## src/pin_mux_pkg.sv

```systemverilog
// package: constants and types for the decoder / serial pin mux
package pin_mux_pkg;
	localparam int NUM_PINS = 6;
	// pin indices
	localparam int PIN_INDEX = 0;
	localparam int PIN_HOME = 1;
	localparam int PIN_SCLK = 2;
	localparam int PIN_MOSI = 3;
	localparam int PIN_MISO = 4;
	localparam int PIN_SS = 5;
	// pull-up register bit positions
	localparam int PC_PU_INDEX_BIT = 6;
	localparam int PC_PU_HOME_BIT = 7;
	localparam int PE_PU_SCLK_BIT = 4;
	localparam int PE_PU_MOSI_BIT = 5;
	localparam int PE_PU_MISO_BIT = 6;
	localparam int PE_PU_SS_BIT = 7;
	// reset values
	localparam logic [7:0] PULLUP_RESET = 8'hFF;
	localparam logic [5:0] GPIO_DIR_RESET = 6'h00;
	localparam logic [5:0] GPIO_OUT_RESET = 6'h00;
	localparam logic [5:0] PAD_RESET = 6'h3F;
	typedef enum logic [1:0] {
		FUNC_PERIPH = 2'b00,
		FUNC_TIMER = 2'b01,
		FUNC_GPIO = 2'b10
	} func_sel_type;
endpackage

```

## src/pad_ctrl_if.sv

```systemverilog
// interface: per-pin pad drive bundle between mux and pad stage
`timescale 1ns/1ps
interface pad_ctrl_if;
	logic [5:0] drive_val;
	logic [5:0] drive_oe_n;
	logic [5:0] pad_sync;
	modport mux (output drive_val, output drive_oe_n, input pad_sync);
	modport pad (input drive_val, input drive_oe_n, output pad_sync);
endinterface

```

## src/pad_stage.sv

```systemverilog
// module: pad input synchronisers and registered pad drive
`timescale 1ns/1ps
module pad_stage (
	input wire logic clk_sys_in,
	input wire logic resetn_in,
	input wire logic [5:0] pad_in,
	output logic [5:0] pad_out,
	output logic [5:0] pad_oe_n_out,
	pad_ctrl_if.pad ctrl
);
	import pin_mux_pkg::*;
	logic [5:0] meta_ff;
	logic [5:0] sync_ff;
	logic [5:0] out_ff;
	logic [5:0] oe_n_ff;

	always_ff @(posedge clk_sys_in) begin
		if (!resetn_in) begin
			meta_ff <= PAD_RESET;
			sync_ff <= PAD_RESET;
		end else begin
			meta_ff <= pad_in;
			sync_ff <= meta_ff;
		end
	end

	always_ff @(posedge clk_sys_in) begin
		if (!resetn_in) begin
			out_ff <= '0;
			oe_n_ff <= '1;
		end else begin
			out_ff <= ctrl.drive_val;
			oe_n_ff <= ctrl.drive_oe_n;
		end
	end

	assign ctrl.pad_sync = sync_ff;
	assign pad_out = out_ff;
	assign pad_oe_n_out = oe_n_ff;
endmodule // pad_stage

```

## src/decoder_spi_pin_mux.sv

```systemverilog
// module: pin mux and pull-up control for decoder 0 and serial 0 pins
`timescale 1ns/1ps
// Functional notes
// - after reset index and home pins select decoder 0 function
// - after reset four serial pins select serial interface 0 functions
// - every pin usable as general-purpose with per-pin direction
// - index/home pull-ups on by default, cleared by port C bits 6, 7
// - serial pin pull-ups on by default, cleared by port E bits 4-7
// - serial clock driven as master, taken as input clock as slave
// - master presents data-out half a clock before slave samples
// - slave presents data-in half a clock before master samples
// - unselected slave leaves its data-in line undriven
// - external master asserts active-low select to start received transfer
module decoder_spi_pin_mux (
	input wire logic clk_sys_in,
	input wire logic resetn_in,
	input wire logic [5:0] pad_in,
	output logic [5:0] pad_out,
	output logic [5:0] pad_oe_n_out,
	output logic [5:0] pad_pullup_en_out,
	input wire logic [7:0] port_c_pullup_ctrl_in,
	input wire logic [7:0] port_e_pullup_ctrl_in,
	input wire logic pullup_wr_in,
	input wire logic [11:0] func_sel_in,
	input wire logic func_sel_wr_in,
	input wire logic [5:0] gpio_dir_in,
	input wire logic [5:0] gpio_out_in,
	input wire logic gpio_wr_in,
	output logic [5:0] gpio_in_out,
	input wire logic [1:0] timer_a_chan_out_in,
	input wire logic [1:0] timer_a_chan_oe_in,
	output logic [1:0] timer_a_chan_in_out,
	output logic decoder0_index_in_out,
	output logic decoder0_home_in_out,
	input wire logic ser0_master_in,
	input wire logic ser0_clock_drive_in,
	input wire logic ser0_data_out_drive_in,
	input wire logic ser0_data_in_drive_in,
	input wire logic ser0_slave_drive_en_in,
	output logic ser0_clock_pin_out,
	output logic ser0_data_out_pin_out,
	output logic ser0_data_in_pin_out,
	output logic ser0_select_n_out
);
	import pin_mux_pkg::*;

	pad_ctrl_if ctrl ();

	func_sel_type func_ff [NUM_PINS];
	logic [7:0] pu_c_ff;
	logic [7:0] pu_e_ff;
	logic [5:0] dir_ff;
	logic [5:0] gout_ff;
	logic [5:0] pu_en_ff;
	logic [5:0] gin_ff;
	logic [1:0] tin_ff;
	logic idx_ff;
	logic home_ff;
	logic sclk_ff;
	logic mosi_ff;
	logic miso_ff;
	logic ss_n_ff;
	logic [5:0] nxt_val;
	logic [5:0] nxt_oe_n;
	logic sel_n;

	pad_stage u_pad (
		.clk_sys_in(clk_sys_in),
		.resetn_in(resetn_in),
		.pad_in(pad_in),
		.pad_out(pad_out),
		.pad_oe_n_out(pad_oe_n_out),
		.ctrl(ctrl)
	);

	genvar gi;
	generate
		for (gi = 0; gi < NUM_PINS; gi++) begin : g_func
			always_ff @(posedge clk_sys_in) begin
				if (!resetn_in) begin
					func_ff[gi] <= FUNC_PERIPH;
				end else if (func_sel_wr_in) begin
					if (func_sel_in[2*gi +: 2] == FUNC_TIMER && gi < 2) begin
						func_ff[gi] <= FUNC_TIMER;
					end else if (func_sel_in[2*gi +: 2] == FUNC_GPIO) begin
						func_ff[gi] <= FUNC_GPIO;
					end else begin
						func_ff[gi] <= FUNC_PERIPH;
					end
				end
			end
		end
	endgenerate

	always_ff @(posedge clk_sys_in) begin
		if (!resetn_in) begin
			pu_c_ff <= PULLUP_RESET;
			pu_e_ff <= PULLUP_RESET;
		end else if (pullup_wr_in) begin
			pu_c_ff <= port_c_pullup_ctrl_in;
			pu_e_ff <= port_e_pullup_ctrl_in;
		end
	end

	always_ff @(posedge clk_sys_in) begin
		if (!resetn_in) begin
			pu_en_ff <= PAD_RESET;
		end else begin
			pu_en_ff <= {pu_e_ff[PE_PU_SS_BIT], pu_e_ff[PE_PU_MISO_BIT], pu_e_ff[PE_PU_MOSI_BIT],
				pu_e_ff[PE_PU_SCLK_BIT], pu_c_ff[PC_PU_HOME_BIT], pu_c_ff[PC_PU_INDEX_BIT]};
		end
	end

	always_ff @(posedge clk_sys_in) begin
		if (!resetn_in) begin
			dir_ff <= GPIO_DIR_RESET;
			gout_ff <= GPIO_OUT_RESET;
		end else if (gpio_wr_in) begin
			dir_ff <= gpio_dir_in;
			gout_ff <= gpio_out_in;
		end
	end

	assign sel_n = ctrl.pad_sync[PIN_SS];

	always_comb begin
		nxt_val = '0;
		nxt_oe_n = '1;
		for (int i = 0; i < NUM_PINS; i++) begin
			unique case (func_ff[i])
				FUNC_GPIO: begin
					nxt_val[i] = gout_ff[i];
					nxt_oe_n[i] = ~dir_ff[i];
				end
				FUNC_TIMER: begin
					if (i < 2) begin
						nxt_val[i] = timer_a_chan_out_in[i];
						nxt_oe_n[i] = ~timer_a_chan_oe_in[i];
					end
				end
				FUNC_PERIPH: begin
				end
				default: begin
				end
			endcase
		end
		if (func_ff[PIN_SCLK] == FUNC_PERIPH) begin
			nxt_val[PIN_SCLK] = ser0_clock_drive_in;
			nxt_oe_n[PIN_SCLK] = ~ser0_master_in;
		end
		if (func_ff[PIN_MOSI] == FUNC_PERIPH) begin
			nxt_val[PIN_MOSI] = ser0_data_out_drive_in;
			nxt_oe_n[PIN_MOSI] = ~ser0_master_in;
		end
		if (func_ff[PIN_MISO] == FUNC_PERIPH) begin
			nxt_val[PIN_MISO] = ser0_data_in_drive_in;
			nxt_oe_n[PIN_MISO] = ser0_master_in | sel_n | ~ser0_slave_drive_en_in;
		end
	end

	assign ctrl.drive_val = nxt_val;
	assign ctrl.drive_oe_n = nxt_oe_n;

	// decoder and serial inputs parked inactive when pin not on that function; timer and gpio inputs always follow the pads
	always_ff @(posedge clk_sys_in) begin
		if (!resetn_in) begin
			idx_ff <= 1'b1;
			home_ff <= 1'b1;
			tin_ff <= 2'h3;
			gin_ff <= PAD_RESET;
		end else begin
			idx_ff <= (func_ff[PIN_INDEX] == FUNC_PERIPH) ? ctrl.pad_sync[PIN_INDEX] : 1'b1;
			home_ff <= (func_ff[PIN_HOME] == FUNC_PERIPH) ? ctrl.pad_sync[PIN_HOME] : 1'b1;
			tin_ff <= ctrl.pad_sync[1:0];
			gin_ff <= ctrl.pad_sync;
		end
	end

	always_ff @(posedge clk_sys_in) begin
		if (!resetn_in) begin
			sclk_ff <= 1'b1;
			mosi_ff <= 1'b1;
			miso_ff <= 1'b1;
			ss_n_ff <= 1'b1;
		end else begin
			sclk_ff <= (func_ff[PIN_SCLK] == FUNC_PERIPH) ? ctrl.pad_sync[PIN_SCLK] : 1'b1;
			mosi_ff <= (func_ff[PIN_MOSI] == FUNC_PERIPH) ? ctrl.pad_sync[PIN_MOSI] : 1'b1;
			miso_ff <= (func_ff[PIN_MISO] == FUNC_PERIPH) ? ctrl.pad_sync[PIN_MISO] : 1'b1;
			ss_n_ff <= (func_ff[PIN_SS] == FUNC_PERIPH) ? sel_n : 1'b1;
		end
	end

	assign pad_pullup_en_out = pu_en_ff;
	assign gpio_in_out = gin_ff;
	assign timer_a_chan_in_out = tin_ff;
	assign decoder0_index_in_out = idx_ff;
	assign decoder0_home_in_out = home_ff;
	assign ser0_clock_pin_out = sclk_ff;
	assign ser0_data_out_pin_out = mosi_ff;
	assign ser0_data_in_pin_out = miso_ff;
	assign ser0_select_n_out = ss_n_ff;
endmodule // decoder_spi_pin_mux

```

## config.mk

```make
export PLATFORM = sky130hd
export DESIGN_NAME = decoder_spi_pin_mux
export DESIGN_NICKNAME = d
export VERILOG_FILES = /design/src/pin_mux_pkg.sv /design/src/pad_ctrl_if.sv /design/src/pad_stage.sv /design/src/decoder_spi_pin_mux.sv
export SDC_FILE = /design/constraint.sdc
export NUM_CORES = 1
export LEC_CHECK = 0
export BUFFER_PORTS_ARGS = -buffer_cell sky130_fd_sc_hd__buf_4
export CAP_MARGIN = 10
export CORE_UTILIZATION = 35
export DETAILED_ROUTE_END_ITERATION = 6
export HOLD_SLACK_MARGIN = 0.03
export MAX_ROUTING_LAYER = met4
export SYNTH_ARGS = -nofsm -noshare
export SYNTH_HDL_FRONTEND = slang
export SYNTH_SLANG_ARGS = --single-unit
```

## constraint.sdc

```tcl
create_clock -name clk_sys_in -period 1.8 [get_ports clk_sys_in]
set_input_delay 0.36 -clock clk_sys_in [delete_from_list [all_inputs] [get_ports clk_sys_in]]
set_output_delay 0.36 -clock clk_sys_in [all_outputs]
set_load 0.01 [all_outputs]
```

==> run metrics, run 1 <==
Worst Path Required 1440 ps; status finished with violations; Via Count 1,564; max-slew violation count 0; Clock Path Buffers 2; CP endpoint kind output pin; Max stage delay on crit path 350 ps; nets 352; ratio of cells with drive above 1 in the final layout 37.3%; dpl ws 487 ps; CTS resizes 0; max_slew headroom 72.9%; Mapped Cells 199; antenna cells 0; CTS Sinks 68; most frequent cell after synthesis dfxtp_1; setup repair bufs after CTS 0; top_reg_cell synth dfxtp_1; core footprint 0.00649 mm2; Final setup viols 0; post-synth top area cell dfxtp_1; top cells by count, synth dfxtp_1, nand2b_1, mux2i_1; Tmin final 1170 ps; Root Driver clkbuf_8; H-tree levels 3; CTS Buf Count 9; DP Wirelength 3090 um; Routed WL per cell 11.7 um; # hold bufs at CTS 0; Hold WC Path Type input pin to flip-flop; DRT Pass-1 Iters 6; RSZ-0062 raised after global routing no; area grow syn2layout 35.6%; chip width 84.7 um; GRT Total Usage 13.1%; worst setup margin 627 ps; Syn Nets 269; initial DRC count 57; DRC 7; TritonCTS clock tree built; ranking of synthesized cells by area dfxtp_1, edfxtp_1, mux2i_1; Worst setup SP type flip-flop; Critical path buffers and inverters 1; number of synthesized register bits 68; Syn Area/Cell 12.0 um2; WL final 4250 um; number of max-cap violations 0; gpl congestion 0.751; final hold violation count 0; CP Class flip-flop to output pin; Max IR drop VDD 0.317 mV; row cnt 29; Cell Area, Synth 0.00239 mm2; IO buf count 81; Overall Power 0.00311 W; slowest CP cell dfxtp_1; power per cell area 956 mW/mm2; Initial Util 36.9%; die area 0.00718 mm2; Largest delay share family, worst path flip-flops; Worst Skew 5.30 ps; post-route cell area 0.00325 mm2; post-route ant nets 0; Synth cell types 27; vias in the first global route 1,481; vertical die dimension 84.7 um; Peak Freq 853 MHz; worst slew pin tran 407 ps; sequential fraction of the synthesis area 60.2%; critical path fanouts, max 2; CP arrival 810 ps; setup_tns 0 ps; Post-synth ARST share 0%; Leak 1.44 nW; final cycle utilization of the critical path 65.2%; Ys Warns 0; cell chain of the critical path buf_4; share of Yosys cell area claimed by the top area cell type 50.2%; initial antenna violation count 0; placed inst area 0.00305 mm2; total gr overflow 0; number of synthesized flops with an enable pin 8; num ports 92; vias per cell 4.30; largest net degree at the start of global routing 35; clk_lat worst skew 330 ps; Clock transition at path regs 70 ps; failing checks DRC; first-pass GRT wire length 6730 um
[power by group]
| part | switching (W) | internal [W] | total (W) |
|---|---|---|---|
| Combinational | 0.000116 | 0.000175 | 0.000290 |
| Sequential | 0.0000309 | 0.00161 | 0.00164 |
| Clock | 0.000559 | 0.000618 | 0.00118 |
| Total | 0.000706 | 0.00240 | 0.00311 |
[flip-flops by register name, indices dropped and copies added (netlist names), 2 cells and up]
register             count
u_pad.meta_ff            6
u_pad.ctrl.pad_sync      6
pad_pullup_en_out        6
u_pad.pad_oe_n_out       6
gpio_in_out              6
pu_c_ff                  2
pu_e_ff                  4
func_ff                  8
u_pad.pad_out            6
dir_ff                   6
gout_ff                  6
[worst register-to-register path: stages (launching register included)]
cell and delay (ps):
edfxtp_1 360, inv_1 70, ha_1 270, nand2_1 60, a221o_1 260
[layer usage]
metal	part of all wire [%]	track usage (%)	vias up
met4	1.8	6.93	0
met5	0	-	-
met2	46	19.6	49
li1	-	-	814
met3	6.4	4.82	7
met1	45	15.3	694
[cell usage in the layout, fill, tap and decap left out, types with 6 or more instances in the layout]
master / synthesis / final
buf_4: 5 / 81
inv_1: 12 / 12
ha_1: 10 / 10
nand2_1: 10 / 10
mux2i_1: 21 / 21
dfxtp_1: 60 / 60
nand2b_1: 25 / 25
clkbuf_8: 0 / 10
edfxtp_1: 8 / 8
nor3b_1: 6 / 6
nor2b_1: 15 / 15
[metrics by stage]
stage | hold slack [ps] | cells | util [%]
2_1_floorplan | 367 | 199 | -
3_3_place_gp | 374 | 348 | 47.0
3_5_place_dp | 377 | 348 | 47.0
4_1_cts | 188 | 364 | 50.0
5_1_grt | 198 | 364 | 50.0
6_report | 206 | 364 | 50.0
[path summary, 6_finish.rpt]
| path | from | to | slack (ps) | depth (start not counted) |
|---|---|---|---|---|
| setup / recovery | gpio_in_out[1] | timer_a_chan_in_out[1] | 630 | 1 |
| hold / removal | pad_in[1] | u_pad.meta_ff[1] | 210 | 2 |
| setup reg to reg | func_ff[0][0] | u_pad.pad_oe_n_out[0] | 680 | 4 |
| hold reg to reg | dir_ff[5] | u_pad.pad_oe_n_out[5] | 390 | 1 |
[area by class of cell]
class	count	area (um2)
Fill cell	606	3250
Sequential cell	68	1440
Multi-Input combinational cell	109	841
Timing Repair Buffer	82	628
Clock buffer	11	163
Tap cell	77	96.3
Inverter	12	45.0
Clock inverter	5	33.8
[logic make-up (layout without fill, tap and decap cells)]
group	count (synthesis)	after routing	share of synthesized area, %
DFF	68	68	60.2
buffers and inverters	22	110	4.70
muxes	23	23	9.72
and+or+nand+nor	71	71	18.5
AOI/OAI and AO/OA	5	5	1.67
adders and majority gates	10	10	5.22
(Power assumes the default switching activity.)
==> run 2, diff against run 1 <==
Clock period 1.8 ns to 1 ns, I/O delays scaled along.
==> run 2 against run 1 <==
The flow finishes with violations (DRC, setup timing); power up 86%; wire length up 5.0%; register-to-register slack worse by 790 ps; worst setup slack worse by 740 ps; die area unchanged; clock skew about the same; sequential share of layout area down 1.8 points; utilization up 2.6 points; hold slack worse by 150 ps; first-iteration DRC count down 54%; critical path type is now flip-flop to flip-flop; largest power group unchanged; highest routed layer unchanged.
==> run metrics, run 2 (synthesis results as in run 1) <==
GRT Total Usage 13.6% (+0.54 points); gpl congestion 0.731 (-2.6%); DRC 6 (-1); first-pass GRT wire length 7030 um (+4.5%); Largest register FFs 8 (unchanged); num ports 92 (unchanged); Routed met3 length 225 um (-18%); status finished with violations; Peak Freq 902 MHz; Fin Hold WS 50.7 ps (-155 ps); initial DRC count 26 (-54%); vias per cell 4.37 (+1.8%); max_slew headroom 84.3% (+11 points); core footprint 0.00649 mm2 (unchanged); power per cell area 1690 mW/mm2 (+76%); vertical die dimension 84.7 um (unchanged); routed length on met2 2220 um (+12%); Max IR drop VDD 0.779 mV (+150%); vias in the first global route 1,545 (+4.3%); DP Wirelength 3250 um (+5.3%); cell chain of the critical path inv_2 -> ha_4 -> nand2_2 -> a221o_1; Hold WC Path Type input pin to flip-flop; Via Count 1,623 (+3.8%); Leak 1.50 nW (+4.2%); Max stage delay on crit path 370 ps (+20 ps); setup_tns -206 ps (-206 ps); slowest CP cell edfxtp_1; Tmin final 1110 ps; worst setup margin -108 ps (-736 ps); most frequent cells in the layout buf_4, dfxtp_1, nand2b_1; met1 WL 1940 um (+0.47%); CP endpoint kind flip-flop; chip width 84.7 um (unchanged); number of max-cap violations 0 (unchanged); most common cell after layout, fill and taps aside buf_4; max-slew violation count 0 (unchanged); CTS Buf Count 9 (unchanged); area grow syn2layout 42.7%; initial antenna violation count 0 (unchanged); clk_lat worst skew 330 ps (about the same); TritonCTS clock tree built; post-route ant nets 0 (unchanged); Worst Path Required 1220 ps (-220 ps); Routed WL per cell 12.0 um (+3.0%); dpl ws -111 ps (-597 ps); final cycle utilization of the critical path 111%; WL final 4460 um (+5.0%); IO buf count 81 (unchanged); critical path fanouts, max 2 (unchanged); row cnt 29 (unchanged); Initial Util 36.9% (unchanged); Fill cells 580 (-4.3%); Clock transition at path regs 70 ps (about the same); total gr overflow 0 (unchanged); Final setup viols 2 (+2); antenna cells 0 (unchanged); DRT Pass-1 Iters 6 (unchanged); worst slew pin tran 235 ps (-172 ps); die area 0.00718 mm2 (unchanged); Worst setup SP type flip-flop; CP arrival 1330 ps (+520 ps); H-tree levels 3 (unchanged); RSZ-0062 raised after global routing yes; failing checks DRC, setup timing; Max Used Layer met4; Root Driver clkbuf_8; Largest Register func_ff; Worst Skew 4.94 ps (-0.359 ps); final hold violation count 0 (unchanged); ratio of cells with drive above 1 in the final layout 44.9% (+7.6 points); nets 359 (+2.0%); CTS Sinks 68 (unchanged); Clock Path Buffers 2 (unchanged); CP Class flip-flop to flip-flop; largest net degree at the start of global routing 15 (-57%)
==> run 2: worst paths after layout <==
path	startpoint	to	slack, ps	depth (start not counted)
max	func_ff[1][0]	u_pad.pad_oe_n_out[1]	-110	4
min	pad_in[4]	u_pad.meta_ff[4]	50	2
max reg2reg	func_ff[1][0]	u_pad.pad_oe_n_out[1]	-110	4
min reg2reg	dir_ff[5]	u_pad.pad_oe_n_out[5]	390	1
==> run 2: final cells by class <==
type	count	area, um2	share of cell area (%)
Clock inverter	2	13.8	0.403
Clock buffer	14	194	5.67
Timing Repair Buffer	89	731	21.4
Inverter	12	45.0	1.32
Tap cell	77	96.3	2.82
Sequential cell	68	1450	42.5
Multi-Input combinational cell	109	885	25.9
==> run 2: what timing repair did <==
| action | 4_1_cts | 5_1_grt |
|---|---|---|
| endpoints found under the setup margin | 8 | 18 |
| hold endpoints to repair | 2 | 0 |
| setup buffers | 0 | 0 |
| gates resized for setup | 15 | 18 |
| pin swaps | 3 | 4 |
| hold buffers | 2 | 0 |
==> run 2: per-layer routing <==
metal  vias to the layer above  GRT usage [%]
li1                        826              -
met1                       744           16.0
met2                        47           20.6
met3                         6           3.15
met4                         0           9.71
met5                         -              -
==> run 2: metrics by stage <==
step	cell area (um2)	cells	total power, W	util [%]
after floorplan	2400	199	0.00327	-
after global placement	3090	353	0.00356	47.6
after detailed placement	3090	353	0.00357	47.6
after CTS	3380	371	0.00585	52.0
after global routing	3420	371	0.00603	52.6
final	3420	371	0.00577	52.6
==> run 2: report_power, final <==
group	leakage (nW)	switching, W	total (W)	internal [W]
Clock	0.108	0.000972	0.00223	0.00126
Sequential	0.578	0.0000584	0.00295	0.00290
Combinational	0.814	0.000227	0.000582	0.000355
==> run 2: worst max-delay path: cells and delay by family (launching register included) <==
family | cells | cell delay (ps)
compound gates | 1 | 250
fa+ha+maj | 1 | 270
buf+inv | 1 | 70
flops | 1 | 370
simple gates | 1 | 40
